==> src/viu_map.svh <==
`ifndef VIU_MAP_SVH
`define VIU_MAP_SVH
`define VIU_NREQ           6
`define VIU_OFF_REQ        8'h00
`define VIU_OFF_MASK       8'h04
`define VIU_OFF_PRIO       8'h08
`define VIU_OFF_EDGE       8'h0C
`define VIU_OFF_EVT        8'h10
`define VIU_OFF_EVT_MASK   8'h14
`define VIU_OFF_STAT       8'h18
`define VIU_GIE_BIT        7
`define VIU_MASK_RST       8'h00
`define VIU_PRIO_RST       18'h2C688
`define VIU_EDGE_RST       2'h0
`define VIU_CLK_PERIOD_NS  4
`define VIU_SETUP_PERIODS  5
`define VIU_SETUP_CYC      3'(`VIU_SETUP_PERIODS)
`define VIU_CNT_FIRST      6'h01
`define VIU_STACK_END      6'h30
`define VIU_HI_TAKE        6'h34
`define VIU_FETCH_END      6'h39
`define VIU_ISR_CYC        58
`define VIU_EVT_GRANT      0
`define VIU_EVT_WAKE       1
`define VIU_RESP_OKAY      2'h0
`define VIU_RESP_SLVERR    2'h2
`endif

==> src/viu_pkg.sv <==
`default_nettype none
package viu_pkg;
    typedef enum logic [2:0] {
        ST_IDLE  = 3'b001,
        ST_STACK = 3'b010,
        ST_FETCH = 3'b100
    } viu_state_t;

    typedef struct packed {
        viu_state_t       st;
        logic [5:0]       pend;
        logic [5:0][2:0]  age;
        logic [7:0]       mask;
        logic [17:0]      prio;
        logic [1:0]       edge_sel;
        logic [1:0]       evt;
        logic [1:0]       evt_mask;
        logic [2:0]       cur;
        logic [5:0]       cnt;
        logic [3:0]       vaddr;
        logic [15:0]      vec;
        logic             save;
        logic             go;
        logic [3:0]       pins_prev;
        logic             wake_prev;
        logic             aw_got;
        logic             w_got;
        logic [7:0]       awaddr;
        logic [31:0]      wdata;
        logic [3:0]       wstrb;
        logic             bvalid;
        logic [1:0]       bresp;
        logic             rvalid;
        logic [31:0]      rdata;
        logic [1:0]       rresp;
    } viu_regs_t;
endpackage : viu_pkg
`default_nettype wire

==> src/vectored_interrupt_unit.sv <==
// Notes on behaviour
// Six maskable, prioritised requests fed from nine sources.
// Sources: four port pins, serial out, serial in, three timers.
// Mask register enables all requests globally and each one individually.
// Programmable priority encoder, ordered by priority register, picks the winner.
// Grant disables further interrupts, saves PC and flags, vectors.
// Each vector is two program bytes forming a 16-bit address.
// Vector pairs at 0,1 up to 10,11, ascending by request.
// Request register readable while masked, for polling.
// Software setting a request bit raises that interrupt like hardware.
// Sampled at instruction end; request must stand five clock periods before.
// 48 clocks stacking, nine fetching, service routine starts on clock 58.
// Pin two and pin one inputs have selectable rising or falling edge.
// Pin three and pin zero inputs trigger only on falling edges.
// Request zero and two combine handshake strobe, pin and timer.
// Transmitted characters and timer zero raise four; timer one raises five.
// Received characters raise request three, shared with pin zero.
// Requests keep working while halted; any interrupt wakes the device.
// Granting clears only the granted request's pending bit.
// Masked edges still set pending; serviced once unmasked.
`timescale 1ns/10ps
`default_nettype none
`include "viu_map.svh"
module vectored_interrupt_unit
    import viu_pkg::*;
(
    input  wire logic        I_CLK,
    input  wire logic        I_RSTN,
    input  wire logic [7:0]  I_AXI_AWADDR,
    input  wire logic        I_AXI_AWVALID,
    output logic             O_AXI_AWREADY,
    input  wire logic [31:0] I_AXI_WDATA,
    input  wire logic [3:0]  I_AXI_WSTRB,
    input  wire logic        I_AXI_WVALID,
    output logic             O_AXI_WREADY,
    output logic [1:0]       O_AXI_BRESP,
    output logic             O_AXI_BVALID,
    input  wire logic        I_AXI_BREADY,
    input  wire logic [7:0]  I_AXI_ARADDR,
    input  wire logic        I_AXI_ARVALID,
    output logic             O_AXI_ARREADY,
    output logic [31:0]      O_AXI_RDATA,
    output logic [1:0]       O_AXI_RRESP,
    output logic             O_AXI_RVALID,
    input  wire logic        I_AXI_RREADY,
    input  wire logic        I_SERIAL_IN_EXT_PIN,
    input  wire logic        I_PIN_ONE_INPUT,
    input  wire logic        I_PIN_TWO_INPUT,
    input  wire logic        I_PIN_THREE_INPUT,
    input  wire logic        I_PORT_ZERO_HANDSHAKE_STROBE,
    input  wire logic        I_PORT_TWO_HANDSHAKE_STROBE,
    input  wire logic        I_TIMER_ZERO,
    input  wire logic        I_TIMER_ONE,
    input  wire logic        I_TIMER_TWO,
    input  wire logic        I_TIMER_IN_EVT,
    input  wire logic        I_SERIAL_TX_DONE,
    input  wire logic        I_SERIAL_RX_DONE,
    input  wire logic        I_INSTR_LAST,
    input  wire logic        I_HALTED,
    input  wire logic [7:0]  I_VEC_DATA,
    output logic             O_SAVE_CTX,
    output logic             O_VEC_RD,
    output logic [15:0]      O_VEC_ADDR,
    output logic             O_ISR_GO,
    output logic [15:0]      O_ISR_ADDR,
    output logic             O_BUSY,
    output logic             O_WAKE,
    output logic             O_IRQ
);
    viu_regs_t   r_q;
    viu_regs_t   r_d;
    logic [5:0]  hw_set;
    logic [5:0]  enabled;
    logic [5:0]  eligible;
    logic        p2_edge;
    logic        p1_edge;
    logic        fire;
    logic [2:0]  win;
    logic [2:0]  best_rank;
    logic        win_ok;
    logic        do_wr;
    logic        rd_take;
    logic [31:0] bm;
    logic [31:0] rd_mux;
    logic        rd_hit;
    logic        wr_hit;

    // selectable edge
    assign p2_edge = r_q.edge_sel[0] ? (I_PIN_TWO_INPUT & ~r_q.pins_prev[2])
                                     : (~I_PIN_TWO_INPUT & r_q.pins_prev[2]);
    assign p1_edge = r_q.edge_sel[1] ? (I_PIN_ONE_INPUT & ~r_q.pins_prev[1])
                                     : (~I_PIN_ONE_INPUT & r_q.pins_prev[1]);

    // six requests from nine sources
    // pins, serial and timers
    // shared request zero and two
    assign hw_set[0] = I_PORT_ZERO_HANDSHAKE_STROBE | p2_edge | I_TIMER_TWO;
    // falling edge only
    assign hw_set[1] = ~I_PIN_THREE_INPUT & r_q.pins_prev[3];
    assign hw_set[2] = I_PORT_TWO_HANDSHAKE_STROBE | p1_edge | I_TIMER_IN_EVT;
    // receiver shares with pin zero
    assign hw_set[3] = (~I_SERIAL_IN_EXT_PIN & r_q.pins_prev[0]) | I_SERIAL_RX_DONE;
    // transmitter and timers
    assign hw_set[4] = I_SERIAL_TX_DONE | I_TIMER_ZERO;
    assign hw_set[5] = I_TIMER_ONE;

    // global and individual enables
    assign enabled = r_q.mask[5:0] & {6{r_q.mask[`VIU_GIE_BIT]}};

    genvar gi;
    generate
        for (gi = 0; gi < `VIU_NREQ; gi++) begin : g_elig
            // request must have stood long enough
            assign eligible[gi] = r_q.pend[gi] & enabled[gi] & (r_q.age[gi] >= `VIU_SETUP_CYC);
        end
    endgenerate

    // lowest rank wins, ties go to lower index
    always_comb begin
        win       = 3'h0;
        best_rank = 3'h7;
        win_ok    = 1'b0;
        for (int i = 0; i < `VIU_NREQ; i++) begin
            if (eligible[i] && (!win_ok || r_q.prio[3*i +: 3] < best_rank)) begin
                win       = 3'(i);
                best_rank = r_q.prio[3*i +: 3];
                win_ok    = 1'b1;
            end
        end
    end

    // sampled at the instruction's last cycle
    assign fire = I_INSTR_LAST & (r_q.st == ST_IDLE) & win_ok;

    assign do_wr   = r_q.aw_got & r_q.w_got & ~r_q.bvalid;
    assign rd_take = I_AXI_ARVALID & ~r_q.rvalid;
    generate
        for (gi = 0; gi < 4; gi++) begin : g_bm
            assign bm[8*gi +: 8] = {8{r_q.wstrb[gi]}};
        end
    endgenerate

    function automatic logic [31:0] merge(input logic [31:0] old);
        merge = (r_q.wdata & bm) | (old & ~bm);
    endfunction : merge

    // request register readable regardless of mask
    always_comb begin
        rd_hit = 1'b1;
        case (I_AXI_ARADDR)
            `VIU_OFF_REQ:      rd_mux = {26'h0, r_q.pend};
            `VIU_OFF_MASK:     rd_mux = {24'h0, r_q.mask};
            `VIU_OFF_PRIO:     rd_mux = {14'h0, r_q.prio};
            `VIU_OFF_EDGE:     rd_mux = {30'h0, r_q.edge_sel};
            `VIU_OFF_EVT:      rd_mux = {30'h0, r_q.evt};
            `VIU_OFF_EVT_MASK: rd_mux = {30'h0, r_q.evt_mask};
            `VIU_OFF_STAT:     rd_mux = {26'h0, I_HALTED, O_BUSY, 1'b0, r_q.cur};
            default: begin
                rd_mux = 32'h0;
                rd_hit = 1'b0;
            end
        endcase
    end

    always_comb begin
        case (r_q.awaddr)
            `VIU_OFF_REQ, `VIU_OFF_MASK, `VIU_OFF_PRIO, `VIU_OFF_EDGE,
            `VIU_OFF_EVT, `VIU_OFF_EVT_MASK, `VIU_OFF_STAT: wr_hit = 1'b1;
            default: wr_hit = 1'b0;
        endcase
    end

    always_comb begin
        r_d           = r_q;
        r_d.save      = 1'b0;
        r_d.go        = 1'b0;
        r_d.pins_prev = {I_PIN_THREE_INPUT, I_PIN_TWO_INPUT, I_PIN_ONE_INPUT,
                         I_SERIAL_IN_EXT_PIN};
        r_d.wake_prev = O_WAKE;

        // Address and data may arrive in either order
        if (I_AXI_AWVALID && O_AXI_AWREADY) begin
            r_d.aw_got = 1'b1;
            r_d.awaddr = I_AXI_AWADDR;
        end
        if (I_AXI_WVALID && O_AXI_WREADY) begin
            r_d.w_got = 1'b1;
            r_d.wdata = I_AXI_WDATA;
            r_d.wstrb = I_AXI_WSTRB;
        end
        if (r_q.bvalid && I_AXI_BREADY) begin
            r_d.bvalid = 1'b0;
        end
        if (do_wr) begin
            r_d.aw_got = 1'b0;
            r_d.w_got  = 1'b0;
            r_d.bvalid = 1'b1;
            r_d.bresp  = wr_hit ? `VIU_RESP_OKAY : `VIU_RESP_SLVERR;
            case (r_q.awaddr)
                // software-set requests
                `VIU_OFF_REQ:      r_d.pend     = 6'(merge({26'h0, r_q.pend}));
                `VIU_OFF_MASK:     r_d.mask     = 8'(merge({24'h0, r_q.mask}));
                `VIU_OFF_PRIO:     r_d.prio     = 18'(merge({14'h0, r_q.prio}));
                `VIU_OFF_EDGE:     r_d.edge_sel = 2'(merge({30'h0, r_q.edge_sel}));
                `VIU_OFF_EVT_MASK: r_d.evt_mask = 2'(merge({30'h0, r_q.evt_mask}));
                default: ;
            endcase
        end

        if (r_q.rvalid && I_AXI_RREADY) begin
            r_d.rvalid = 1'b0;
        end
        if (rd_take) begin
            r_d.rvalid = 1'b1;
            r_d.rdata  = rd_mux;
            r_d.rresp  = rd_hit ? `VIU_RESP_OKAY : `VIU_RESP_SLVERR;
            if (I_AXI_ARADDR == `VIU_OFF_EVT) begin
                r_d.evt = 2'h0;
            end
        end

        case (r_q.st)
            ST_IDLE: begin
                if (fire) begin
                    // grant closes the global enable
                    r_d.mask[`VIU_GIE_BIT] = 1'b0;
                    // only the granted bit drops
                    r_d.pend[win] = 1'b0;
                    r_d.cur       = win;
                    r_d.save      = 1'b1;
                    r_d.st        = ST_STACK;
                    r_d.cnt       = `VIU_CNT_FIRST;
                    // pair starts at twice the request number
                    r_d.vaddr     = {win, 1'b0};
                end
            end
            ST_STACK: begin
                // stacking window
                r_d.cnt = 6'(r_q.cnt + `VIU_CNT_FIRST);
                if (r_q.cnt == `VIU_STACK_END) begin
                    r_d.st = ST_FETCH;
                end
            end
            ST_FETCH: begin
                r_d.cnt = 6'(r_q.cnt + `VIU_CNT_FIRST);
                // high byte first, then low byte
                if (r_q.cnt == `VIU_HI_TAKE) begin
                    r_d.vec[15:8] = I_VEC_DATA;
                    r_d.vaddr     = 4'(r_q.vaddr + 4'h1);
                end
                if (r_q.cnt == `VIU_FETCH_END) begin
                    r_d.vec[7:0] = I_VEC_DATA;
                    r_d.go       = 1'b1;
                    r_d.st       = ST_IDLE;
                end
            end
            default: r_d.st = ST_IDLE;
        endcase

        // sources set pending whatever the mask, and win over clears
        r_d.pend = r_d.pend | hw_set;
        for (int i = 0; i < `VIU_NREQ; i++) begin
            if (!r_d.pend[i]) begin
                r_d.age[i] = 3'h0;
            end else if (r_q.age[i] < `VIU_SETUP_CYC) begin
                r_d.age[i] = 3'(r_q.age[i] + 3'h1);
            end
        end

        // Event set wins over the read clear
        r_d.evt[`VIU_EVT_GRANT] = r_d.evt[`VIU_EVT_GRANT] | fire;
        r_d.evt[`VIU_EVT_WAKE]  = r_d.evt[`VIU_EVT_WAKE] | (O_WAKE & ~r_q.wake_prev);
    end

    always_ff @(posedge I_CLK or negedge I_RSTN) begin
        if (!I_RSTN) begin
            r_q          <= '0;
            r_q.st       <= ST_IDLE;
            r_q.mask     <= `VIU_MASK_RST;
            r_q.prio     <= `VIU_PRIO_RST;
            r_q.edge_sel <= `VIU_EDGE_RST;
        end else begin
            r_q <= r_d;
        end
    end

    assign O_AXI_AWREADY = ~r_q.aw_got & ~r_q.bvalid;
    assign O_AXI_WREADY  = ~r_q.w_got & ~r_q.bvalid;
    assign O_AXI_BVALID  = r_q.bvalid;
    assign O_AXI_BRESP   = r_q.bresp;
    assign O_AXI_ARREADY = ~r_q.rvalid;
    assign O_AXI_RVALID  = r_q.rvalid;
    assign O_AXI_RDATA   = r_q.rdata;
    assign O_AXI_RRESP   = r_q.rresp;
    assign O_SAVE_CTX    = r_q.save;
    assign O_VEC_RD      = (r_q.st == ST_FETCH);
    assign O_VEC_ADDR    = {12'h000, r_q.vaddr};
    assign O_ISR_GO      = r_q.go;
    assign O_ISR_ADDR    = r_q.vec;
    assign O_BUSY        = (r_q.st != ST_IDLE);
    // any pending request ends the halt, masked or not
    assign O_WAKE        = I_HALTED & (|r_q.pend);
    assign O_IRQ         = |(r_q.evt & r_q.evt_mask);
endmodule : vectored_interrupt_unit
`default_nettype wire

==> config.mk <==
export PLATFORM = sky130hd
export DESIGN_NAME = vectored_interrupt_unit
export DESIGN_NICKNAME = d
export VERILOG_FILES = /design/src/viu_pkg.sv /design/src/vectored_interrupt_unit.sv
export VERILOG_INCLUDE_DIRS = /design/src
export SDC_FILE = /design/constraint.sdc
export NUM_CORES = 1
export LEC_CHECK = 0
export ABC_AREA = 1
export CAP_MARGIN = 20
export CORE_MARGIN = 5
export CORE_UTILIZATION = 55
export DETAILED_ROUTE_END_ITERATION = 7
export DONT_BUFFER_PORTS = 1
export PLACE_DENSITY = 0.7
export SLEW_MARGIN = 20
export SYNTH_ARGS = -nofsm -noshare
export SYNTH_HDL_FRONTEND = slang
export SYNTH_SLANG_ARGS = --single-unit
export TNS_END_PERCENT = 50
==> constraint.sdc <==
create_clock -name I_CLK -period 7.5 [get_ports I_CLK]
set_input_delay 0.375 -clock I_CLK [delete_from_list [all_inputs] [get_ports I_CLK]]
set_output_delay 0.375 -clock I_CLK [all_outputs]
set_load 0.03 [all_outputs]
* Word-level counts from Yosys, hierarchy flattened *
Cells that the tools add are included.
Widths: inputs -> output; s select.

word-level totals
  flip-flop bits (word level) = 164
  bits in latches = 0
  RAM bits = 0
  ROM bits = 0
  bits of input ports = 81
  output and inout port bits = 79
  logic and storage cells = 262
  memories kept = 0

cells by class
  add/subtract/negate cells = 8
  multiply operators = 0
  div/mod/pow operators = 0
  $lt $le $gt $ge = 19
  eq/ne operators = 29
  shift-type cells = 0
  mux-type cells = 67
  bitwise logic cells = 63
  reduce and logical (&&, ||, !) cells = 43

operators by type and width
  operator             count
  $pmux 18 s7          1
  $mux 3               24
  $eq 8x5->1 const B   6
  $and 18x18->18       2
  $mux 35              1
  $eq 8x4->1 const B   4
  $mux 28              1
  $and 1x1->1          27
  $mux 1               22
  $add 3x1->3 const B  6
  $and 6x6->6          3
  $eq 6x6->1 const B   3
  $ge 3x3->1 const B   6
  $lt 3x3->1 const B   6
  $mux 18              1
  $mux 6               3
  $not 18->18          1
  $or 18x18->18        1
  $eq 8x3->1 const B   2
  $logic_not 8->1      2
  $ne 2x1->1 const B   8
  $reduce_and 2->1     8
  $lt 3x3->1           5
  $reduce_or 7->1      2
  other kinds (33)     84

* Logic depth before layout (Yosys ltp) *
Gate-level depths: netlist of run 1.

  word-level depth = 34
  mapped depth = 56
  depth with buffers taken out = 56

* Worst setup path after synthesis of run 1 *
No wires, ideal clock.

  kind = flip-flop to flip-flop
  from = register r_q[152] (netlist bit)
  to = register r_q[152] (netlist bit)
  setup time = 0.118 ns
  data arrival time = 5.139 ns
  required time = 7.382 ns
  slack = 2.244 ns
  stages on the path, launching flop included = 51
  path buffers = 0
  clock period less this slack = 5.256 ns
  cells stage by stage = dfrtp_1 ha_1 inv_1 nand2_1 nand2_2 nor2_1 ha_1 inv_1 a21oi_1 nand2_1 nand2_2 nand2_4 nand2_4 o21ai_0 ha_1 nand2_1 clkinv_1 nand2_1 [15 not listed] nand2_2 nand2_4 nand2_1 o21ai_0 ha_1 nand2_1 inv_1 nand2_1 nand2_1 nand2_2 nand2_4 nand2_4 nor2_2 nand2_1 nand2_2 nand2_4 nand3_1 nand2_1

RTL lines
  item                    line                            source
  start, declared         vectored_interrupt_unit.sv:70   viu_regs_t r_q;
  start signal, assigned  vectored_interrupt_unit.sv:283  r_q <= r_d;

* Worst setup path after layout of run 1 *
  from = register r_q[153] (netlist bit)
  to = register r_q[156] (netlist bit)

on the way
  word-level cells in the longest chain between the ends = 33
  elaborated cells on any way between the ends = 51
  classes of those cells = 8 x order compare; 1 x eq/ne; 21 x mux; 5 x bitwise; 16 x reduce/logical

RTL lines
  item                                                   line                            source
  $ge 3x3->1 (no line) (*)                               n/a
  $and 1x1->1 (*)                                        vectored_interrupt_unit.sv:114  assign eligible[gi] = r_q.pend[gi] & enabled[gi] & (r_q.age[gi] >= `VIU_SETUP_CYC);
  $mux 3 / $mux 1 (equally long branches)                vectored_interrupt_unit.sv:124  if (eligible[i] && (!win_ok || r_q.prio[3*i +: 3] < best_rank)) begin
  $lt 3x3->1 / $logic_not 1->1 (equally long branches)   vectored_interrupt_unit.sv:124
  $logic_or 1x1->1                                       vectored_interrupt_unit.sv:124
  $logic_and 1x1->1                                      vectored_interrupt_unit.sv:124
  $mux 3 / $mux 1 (equally long branches)                vectored_interrupt_unit.sv:124
  $lt 3x3->1 / $logic_not 1->1 (equally long branches)   vectored_interrupt_unit.sv:124
  [17 not listed]                                        n/a
  $mux 1 (implied by the code)                           vectored_interrupt_unit.sv:228  r_d.pend[win] = 1'b0;
  $demux 1 s3                                            vectored_interrupt_unit.sv:228
  $not 6->6 (no line)                                    n/a
  $and 6x6->6 (no line)                                  n/a
  $mux 9 (*)                                             vectored_interrupt_unit.sv:224  if (fire) begin
  $mux 6 (*)                                             vectored_interrupt_unit.sv:222  case (r_q.st)
  $or 6x6->6 (*)                                         vectored_interrupt_unit.sv:261  r_d.pend = r_d.pend | hw_set;
  $ne 2x1->1 (no line) / $mux 3 (equally long branches)  n/a

Mark *: on every way between the ends. The rest lies on a longest branch, timed or not. The select of a mux whose other input is x is not followed.
A chain may end at the register's enable or synchronous reset.

==> results of run 1 <==
-- layer usage --
layer	track usage (%)	wire length, µm
met4	6.67	238
met3	6.97	1670
met5	0	0
met1	30.2	7730
met2	30.4	7130
-- area by class of cell --
class / count / area [µm²] / share of cell area (%)
flip-flops and latches: 148 / 3710 / 44.7
clock buffers: 19 / 453 / 5.45
clock inverters: 13 / 196 / 2.36
multi-input cells: 594 / 3080 / 37.1
inverters: 138 / 532 / 6.40
well taps: 180 / 225 / 2.71
repair buffers: 10 / 108 / 1.29
-- placed cells by master (no fill, tap or decap), types with 4 or more instances in the layout --
cell	count
sky130_fd_sc_hd__bufinv_16	4
sky130_fd_sc_hd__mux2_2	11
sky130_fd_sc_hd__dfstp_2	8
sky130_fd_sc_hd__dfrtp_1	140
sky130_fd_sc_hd__nor3_1	17
sky130_fd_sc_hd__nand2_4	8
sky130_fd_sc_hd__nor2_2	4
sky130_fd_sc_hd__o31ai_1	5
sky130_fd_sc_hd__conb_1	28
sky130_fd_sc_hd__ha_1	23
sky130_fd_sc_hd__o21ai_1	5
sky130_fd_sc_hd__dlygate4sd3_1	5
sky130_fd_sc_hd__o22ai_1	8
sky130_fd_sc_hd__inv_6	4
sky130_fd_sc_hd__clkinv_1	6
sky130_fd_sc_hd__nor2_1	59
sky130_fd_sc_hd__nand3_1	44
sky130_fd_sc_hd__a21oi_1	46
sky130_fd_sc_hd__nand4_1	5
sky130_fd_sc_hd__o21ai_0	99
sky130_fd_sc_hd__nand2_2	12
sky130_fd_sc_hd__clkbuf_16	17
sky130_fd_sc_hd__inv_1	130
sky130_fd_sc_hd__buf_4	4
sky130_fd_sc_hd__nand2_1	185
-- power groups by stage --
stage | Sequential, mW | Clock (mW) | Combinational, mW
after global routing | 1.28 | 0.978 | 0.876
after floorplan | 1.17 | 0 | 0.681
after CTS | 1.25 | 0.940 | 0.756
final | 1.25 | 0.926 | 0.750
after global placement | 1.26 | 0 | 0.706
after detailed placement | 1.26 | 0 | 0.730
-- what timing repair did --
action | CTS | global route
setup endpoints to repair | 0 | 0
hold buffers | 6 | 0
endpoints found under the hold margin | 152 | 0
buffers inserted | 0 | 0
-- worst paths after layout --
kind	slack [ns]	endpoint	depth (start not counted)
hold / removal	0.04	O_AXI_BVALID	1
setup / recovery	1.42	r_q[156]	49
max in group asynchronous	6.30	O_AXI_RVALID	2
setup reg to reg	1.42	r_q[156]	49
hold reg to reg	0.44	r_q[123]	1
min in group asynchronous	0.60	r_q[83]	2
-- kinds of logic (layout without fill, tap and decap cells) --
logic type / Yosys count / after routing / synth area share, %
AO/OA/AOI/OAI: 180 / 180 / 12.5
XOR/XNOR: 6 / 6 / 0.674
adder cells (fa/ha/maj): 23 / 23 / 3.69
buffers and inverters: 220 / 180 / 14.1
flip-flops: 148 / 148 / 47.6
multiplexers: 11 / 11 / 1.59
other: 1 / 28 / 0.0481
AND/OR/NAND/NOR: 346 / 346 / 19.7
-- critical path, delay by kind of cell (launching register included) --
family                     cells  cell delay (ns)
AOI/OAI and AO/OA              7             1.07
buffers and inverters          6             0.33
and+or+nand+nor               30             2.60
DFF                            1             0.42
adders and majority gates      6             1.54
-- per-stage QoR --
stage | power [mW] | cells | worst slack (ns)
2_1_floorplan | 1.85 | 962 | 2.24
3_3_place_gp | 1.96 | 1064 | 1.54
3_5_place_dp | 1.99 | 1064 | 1.46
4_1_cts | 2.95 | 1102 | 1.41
5_1_grt | 3.14 | 1102 | 0.690
6_report | 2.93 | 1102 | 1.42
==> flow_metrics.py, run 1 <==
metrics = {
    "outcome": {
        "status": "finished clean",
    },
    "worst_setup_path": {
        "setup.worst_path.start": "r_q[153]",
        "path_class": "flop to flop",
        "startpoint_type": "flop",
        "cpMostUsedCell": "sky130_fd_sc_hd__nand2_1",
        "crit_slowest_cell": "sky130_fd_sc_hd__dfrtp_1",
        "cp.required_ns": 7.81,
        "path_max_fanout": 8,
        "worst_ep_arrival_time_ns": 6.39,
        "max_stage_delay_ns": 0.42,
        "critical_path.reg2reg.startpoint": "r_q[153]",
        "kind_of_capture_point_of_the_worst_setup_path": "flop",
    },
    "synth": {
        "synth.top_cell.area_share_pct": 44.9,
        "ys.warnings.count": 0,
        "largest_cells_by_area_after_synthesis": "sky130_fd_sc_hd__dfrtp_1 45%, sky130_fd_sc_hd__nand2_1 8.9%, sky130_fd_sc_hd__buf_4 6.5%, sky130_fd_sc_hd__o21ai_0 6.4%, sky130_fd_sc_hd__inv_1 6.3%",
        "ys_top_cells_by_count": "185 x sky130_fd_sc_hd__nand2_1, 140 x sky130_fd_sc_hd__dfrtp_1, 130 x sky130_fd_sc_hd__inv_1",
        "yosys.cell_count.top_type": "sky130_fd_sc_hd__nand2_1",
        "yosys.cell_types.count": 44,
        "synth_top_cell_by_area": "sky130_fd_sc_hd__dfrtp_1",
        "synth.ff_latch_count": 148,
        "syn_avg_cell_area_um2": 8.34,
        "synthesis.instances": 935,
        "dominantRegCellSynth": "sky130_fd_sc_hd__dfrtp_1",
        "count_of_flip_flops_with_a_built_in_enable_after_synthesis": 0,
        "seq_area_frac_synth_pct": 47.6,
        "synth_cell_area_um2": 7800,
        "ys_async_sr_fraction_pct": 100,
    },
    "sta": {
        "timing.final.setup_violations": 0,
        "maxSlewHeadroom_pct": 25.1,
        "post-route-period-util_pct": 81.1,
        "tightestPinTransition_ns": 1.11,
        "hold_violations": 0,
        "finalMaxSlewViolations": 0,
        "min_period_ns": 6.08,
        "tns_ns": 0,
        "achievable-frequency_mhz": 164,
        "worst_clock_skew_ns": 0.00813,
        "rsz_0062_raised_after_global_routing": "false",
        "holdWs_ns": 0.0357,
    },
    "layout": {
        "layout.nets": 1013,
        "antennaDiodeCount": 0,
        "finalCoreUtilization_pct": 59.9,
        "finalInstanceArea_um2": 8310,
        "area_growth_syn_to_layout_pct": 6.60,
        "filler_cell_count": 1269,
        "final_layout_size_suffix_gt1_share_pct": 9.65,
    },
    "cts": {
        "cts_tree": "built",
        "clk_root_buffer_cell": "sky130_fd_sc_hd__clkbuf_16",
        "tritoncts.num_buffers": 17,
        "postCtsResizedCells": 0,
        "max-clock-path-buffers": 2,
        "path_clk_slew_ns": 0.06,
        "htree_num_levels": 4,
        "clock_sink_total": 148,
        "worst_skew_pair.late_latency_ns": 0.42,
    },
    "drt": {
        "firstDrtPassIters": 5,
        "detail_route.wirelength_mm": 16.8,
        "post_drt_wl_per_cell_um": 15.2,
        "number_of_nets_still_failing_antenna_checks_after_routing": 0,
        "drc": 0,
        "via_count": 5767,
        "vias_per_cell": 5.23,
        "drt_iter0_markers": 414,
    },
    "placed_design": {
        "gp_congestion": 0.891,
        "dpl.hpwl_mm": 12.4,
        "dpl-instance-area_um2": 7580,
        "io_buffers": 0,
    },
    "power_and_ir_drop": {
        "p_leak_nw": 4.17,
        "areal_power_density_over_the_cells_nw_per_um2": 352,
        "comb_power_share_pct": 25.6,
        "switching_share_pct": 35.7,
        "power.ir.vdd_worst_mv": 0.239,
        "p_switching_mw": 1.05,
        "clockPowerShare_pct": 31.6,
        "cellInternalPower_mw": 1.88,
        "share_seq_of_total_power_pct": 42.8,
    },
    "die": {
        "die-height_um": 129,
        "design.portCount": 160,
        "placeable_core_region_um2": 13900,
        "start_util_pct": 56.2,
        "die_width_um": 129,
        "fp.dieArea_um2": 16700,
        "floorplan.rows": 43,
    },
    "grt": {
        "first_global_vias": 5450,
        "maximum_number_of_pins_on_one_net_before_global_route_repair": 149,
        "global_route_wire_length_before_repair_mm": 27.4,
        "grt_overflow": 0,
        "antenna_found_initial": 0,
        "globalRouteTotalUtil_pct": 21.0,
    },
    "run": {
        "drv.max_cap_violation_count": 0,
    },
    "worst_hold_path": {
        "hold_path.class": "input port to flop",
        "worst_hold_startpoint": "I_AXI_BREADY",
    },
}
Note: power is estimated with default switching activity, not from simulation.
==> run 2: changes to the inputs <==
Clock period 7.5 ns to 5.85 ns, I/O delays scaled along.
==> flow_metrics.py, run 2 (synthesis results as in run 1) <==
metrics = {
    "cts": {
        "clk_root_buffer_cell": "sky130_fd_sc_hd__clkbuf_16",
        "worst_skew_pair.late_latency_ns": 0.43,
        "cts_tree": "built",
        "htree_num_levels": 4,
        "tritoncts.num_buffers": 17,
        "max-clock-path-buffers": 2,
        "clock_sink_total": 148,
        "path_clk_slew_ns": 0.06,
    },
    "sta": {
        "maxSlewHeadroom_pct": 26.2,
        "post-route-worst-setup-slack_ns": 0.274,
        "achievable-frequency_mhz": 179,
        "min_period_ns": 5.58,
        "worst_clock_skew_ns": 0.00564,
        "tightestPinTransition_ns": 1.10,
        "finalMaxSlewViolations": 0,
        "hold_violations": 0,
        "post-route-period-util_pct": 95.3,
        "timing.final.setup_violations": 0,
    },
    "layout": {
        "area.sequential_um2": 3710,
        "mostFrequentLayoutCells": "176 x sky130_fd_sc_hd__nand2_1, 139 x sky130_fd_sc_hd__dfrtp_1, 129 x sky130_fd_sc_hd__inv_1",
        "filler_cell_count": 1197,
        "finalCoreUtilization_pct": 62.2,
        "final-instance-count-excl-fill": 1126,
        "area_growth_syn_to_layout_pct": 10.7,
        "final_layout_size_suffix_gt1_share_pct": 14.1,
        "antennaDiodeCount": 0,
        "layout.cells.most_common": "sky130_fd_sc_hd__nand2_1",
        "layout.nets": 1037,
        "total_area_of_multi_input_combinational_cells_um2": 3230,
    },
    "power_and_ir_drop": {
        "comb_power_share_pct": 27.5,
        "share_seq_of_total_power_pct": 42.4,
        "power.ir.vdd_worst_mv": 0.319,
        "switching_share_pct": 35.9,
        "p_leak_nw": 4.31,
        "p_switching_mw": 1.37,
        "areal_power_density_over_the_cells_nw_per_um2": 441,
        "cellInternalPower_mw": 2.44,
        "power_mw": 3.81,
        "clockPowerShare_pct": 30.0,
    },
    "worst_setup_path": {
        "crit_slowest_cell": "sky130_fd_sc_hd__dfrtp_1",
        "worst_reg_to_reg_path_cell_count": 49,
        "setup_slack_of_the_worst_register_to_register_path_ns": 0.27,
        "kind_of_capture_point_of_the_worst_setup_path": "flop",
        "path_class": "flop to flop",
        "critical_path.reg2reg.startpoint": "r_q[170]",
        "path_max_fanout": 5,
        "cp.required_ns": 6.15,
        "startpoint_type": "flop",
        "worstReg2RegEnd": "r_q[162]",
        "setup.worst_path.start": "r_q[170]",
        "worst_setup_path_endpoint": "r_q[162]",
        "path_length_in_cells_of_the_critical_path": 49,
        "max_stage_delay_ns": 0.45,
        "worst_ep_arrival_time_ns": 5.87,
        "worst_path_dominant_cell_family": "simple AND/OR/NAND/NOR gates",
        "worst-path-buf-inv": 5,
        "cpMostUsedCell": "sky130_fd_sc_hd__nand2_1",
    },
    "drt": {
        "via_count": 5875,
        "vias_per_cell": 5.22,
        "drt_iter0_markers": 482,
        "detail_route.wirelength_mm": 17.3,
        "number_of_nets_still_failing_antenna_checks_after_routing": 0,
        "post_drt_wl_per_cell_um": 15.4,
        "drc": 0,
        "firstDrtPassIters": 5,
    },
    "die": {
        "start_util_pct": 56.2,
        "placeable_core_region_um2": 13900,
        "fp.dieArea_um2": 16700,
        "floorplan.rows": 43,
        "design.portCount": 160,
        "die_width_um": 129,
        "die-height_um": 129,
    },
    "grt": {
        "grt_overflow": 0,
        "globalRouteTotalUtil_pct": 21.2,
        "first_global_vias": 5568,
        "maximum_number_of_pins_on_one_net_before_global_route_repair": 149,
        "global_route_wire_length_before_repair_mm": 27.8,
        "antenna_found_initial": 0,
    },
    "placed_design": {
        "preCtsSetupSlack_ns": -0.112,
        "io_buffers": 0,
        "numPlacedInstances": 1072,
        "dpl.hpwl_mm": 12.6,
        "gp_congestion": 0.912,
    },
    "run": {
        "drv.max_cap_violation_count": 0,
    },
    "outcome": {
        "status": "finished clean",
    },
    "worst_hold_path": {
        "worst_hold_startpoint": "I_AXI_AWADDR[4]",
        "hold_path.class": "input port to flop",
    },
}
-- run 2: cell types whose count changed in the layout (fill, tap and decap cells not counted), sizes merged --
| cell | delta |
|---|---|
| buf | +20 |
| dlygate4sd3 | +4 |
| clkbuf | +3 |
| bufinv | -1 |
| clkinvlp | -1 |
| inv | -1 |
-- run 2: how the worst min path moves through the flow --
stage,to,slack (ns),cells after the start
after floorplan,O_AXI_BRESP[1],-0.003,0
after global placement,O_AXI_BVALID,0.001,0
after CTS,r_q[79],0.00003,1
final,r_q[78],0.01,1
after detailed placement,O_AXI_BVALID,0.001,0
after global routing,bm[0],0.004,1
-- run 2: repair_timing --
action / in CTS / in global routing
hold buffers: 9 / 1
resized for setup: 2 / 39
pin swaps: 0 / 26
hold endpoints to repair: 155 / 1
setup buffers: 0 / 12
endpoints found under the setup margin: 18 / 30
-- run 2: area by class of cell --
class	instances	area share [%]
sequential	148	43.0
multi-input combinational	594	37.4
inverter	138	6.16
clock buffer	22	5.61
timing repair buffer	34	3.45
tap	180	2.61
clock inverter	10	1.70
-- run 2: worst reg2reg max path, delay by kind of cell, from the launching register on --
kind | cells | cell delay, ns
and+or+nand+nor | 31 | 2.59
buffers and inverters | 5 | 0.26
DFF | 1 | 0.45
adders and majority gates | 5 | 1.35
AOI/OAI and AO/OA | 8 | 0.78
-- run 2: per-stage QoR --
step / setup TNS, ns / hold slack (ns) / area (µm²)
after floorplan: 0 / -0.00309 / 7900
after global placement: 0 / 0.000969 / 7640
after detailed placement: -1.27 / 0.00105 / 7640
after CTS: 0 / 0.0000327 / 8380
after global routing: -0.800 / 0.00364 / 8630
final: 0 / 0.0131 / 8630
-- run 2: power groups by stage --
stage	sequential, mW	combinational, mW	clock [mW]
final	1.61	1.05	1.14
after global placement	1.61	0.918	0
after floorplan	1.49	0.873	0
after detailed placement	1.62	0.949	0
after CTS	1.61	0.982	1.17
after global routing	1.66	1.21	1.21
-- run 2: per-layer routing --
metal / up-vias / track usage, % / part of all wire [%]
met5: - / 0 / 0
met4: 0 / 6.73 / 1.3
met3: 19 / 6.47 / 9.9
met2: 202 / 31.3 / 44
met1: 2736 / 30.1 / 45
li1: 2918 / - / -
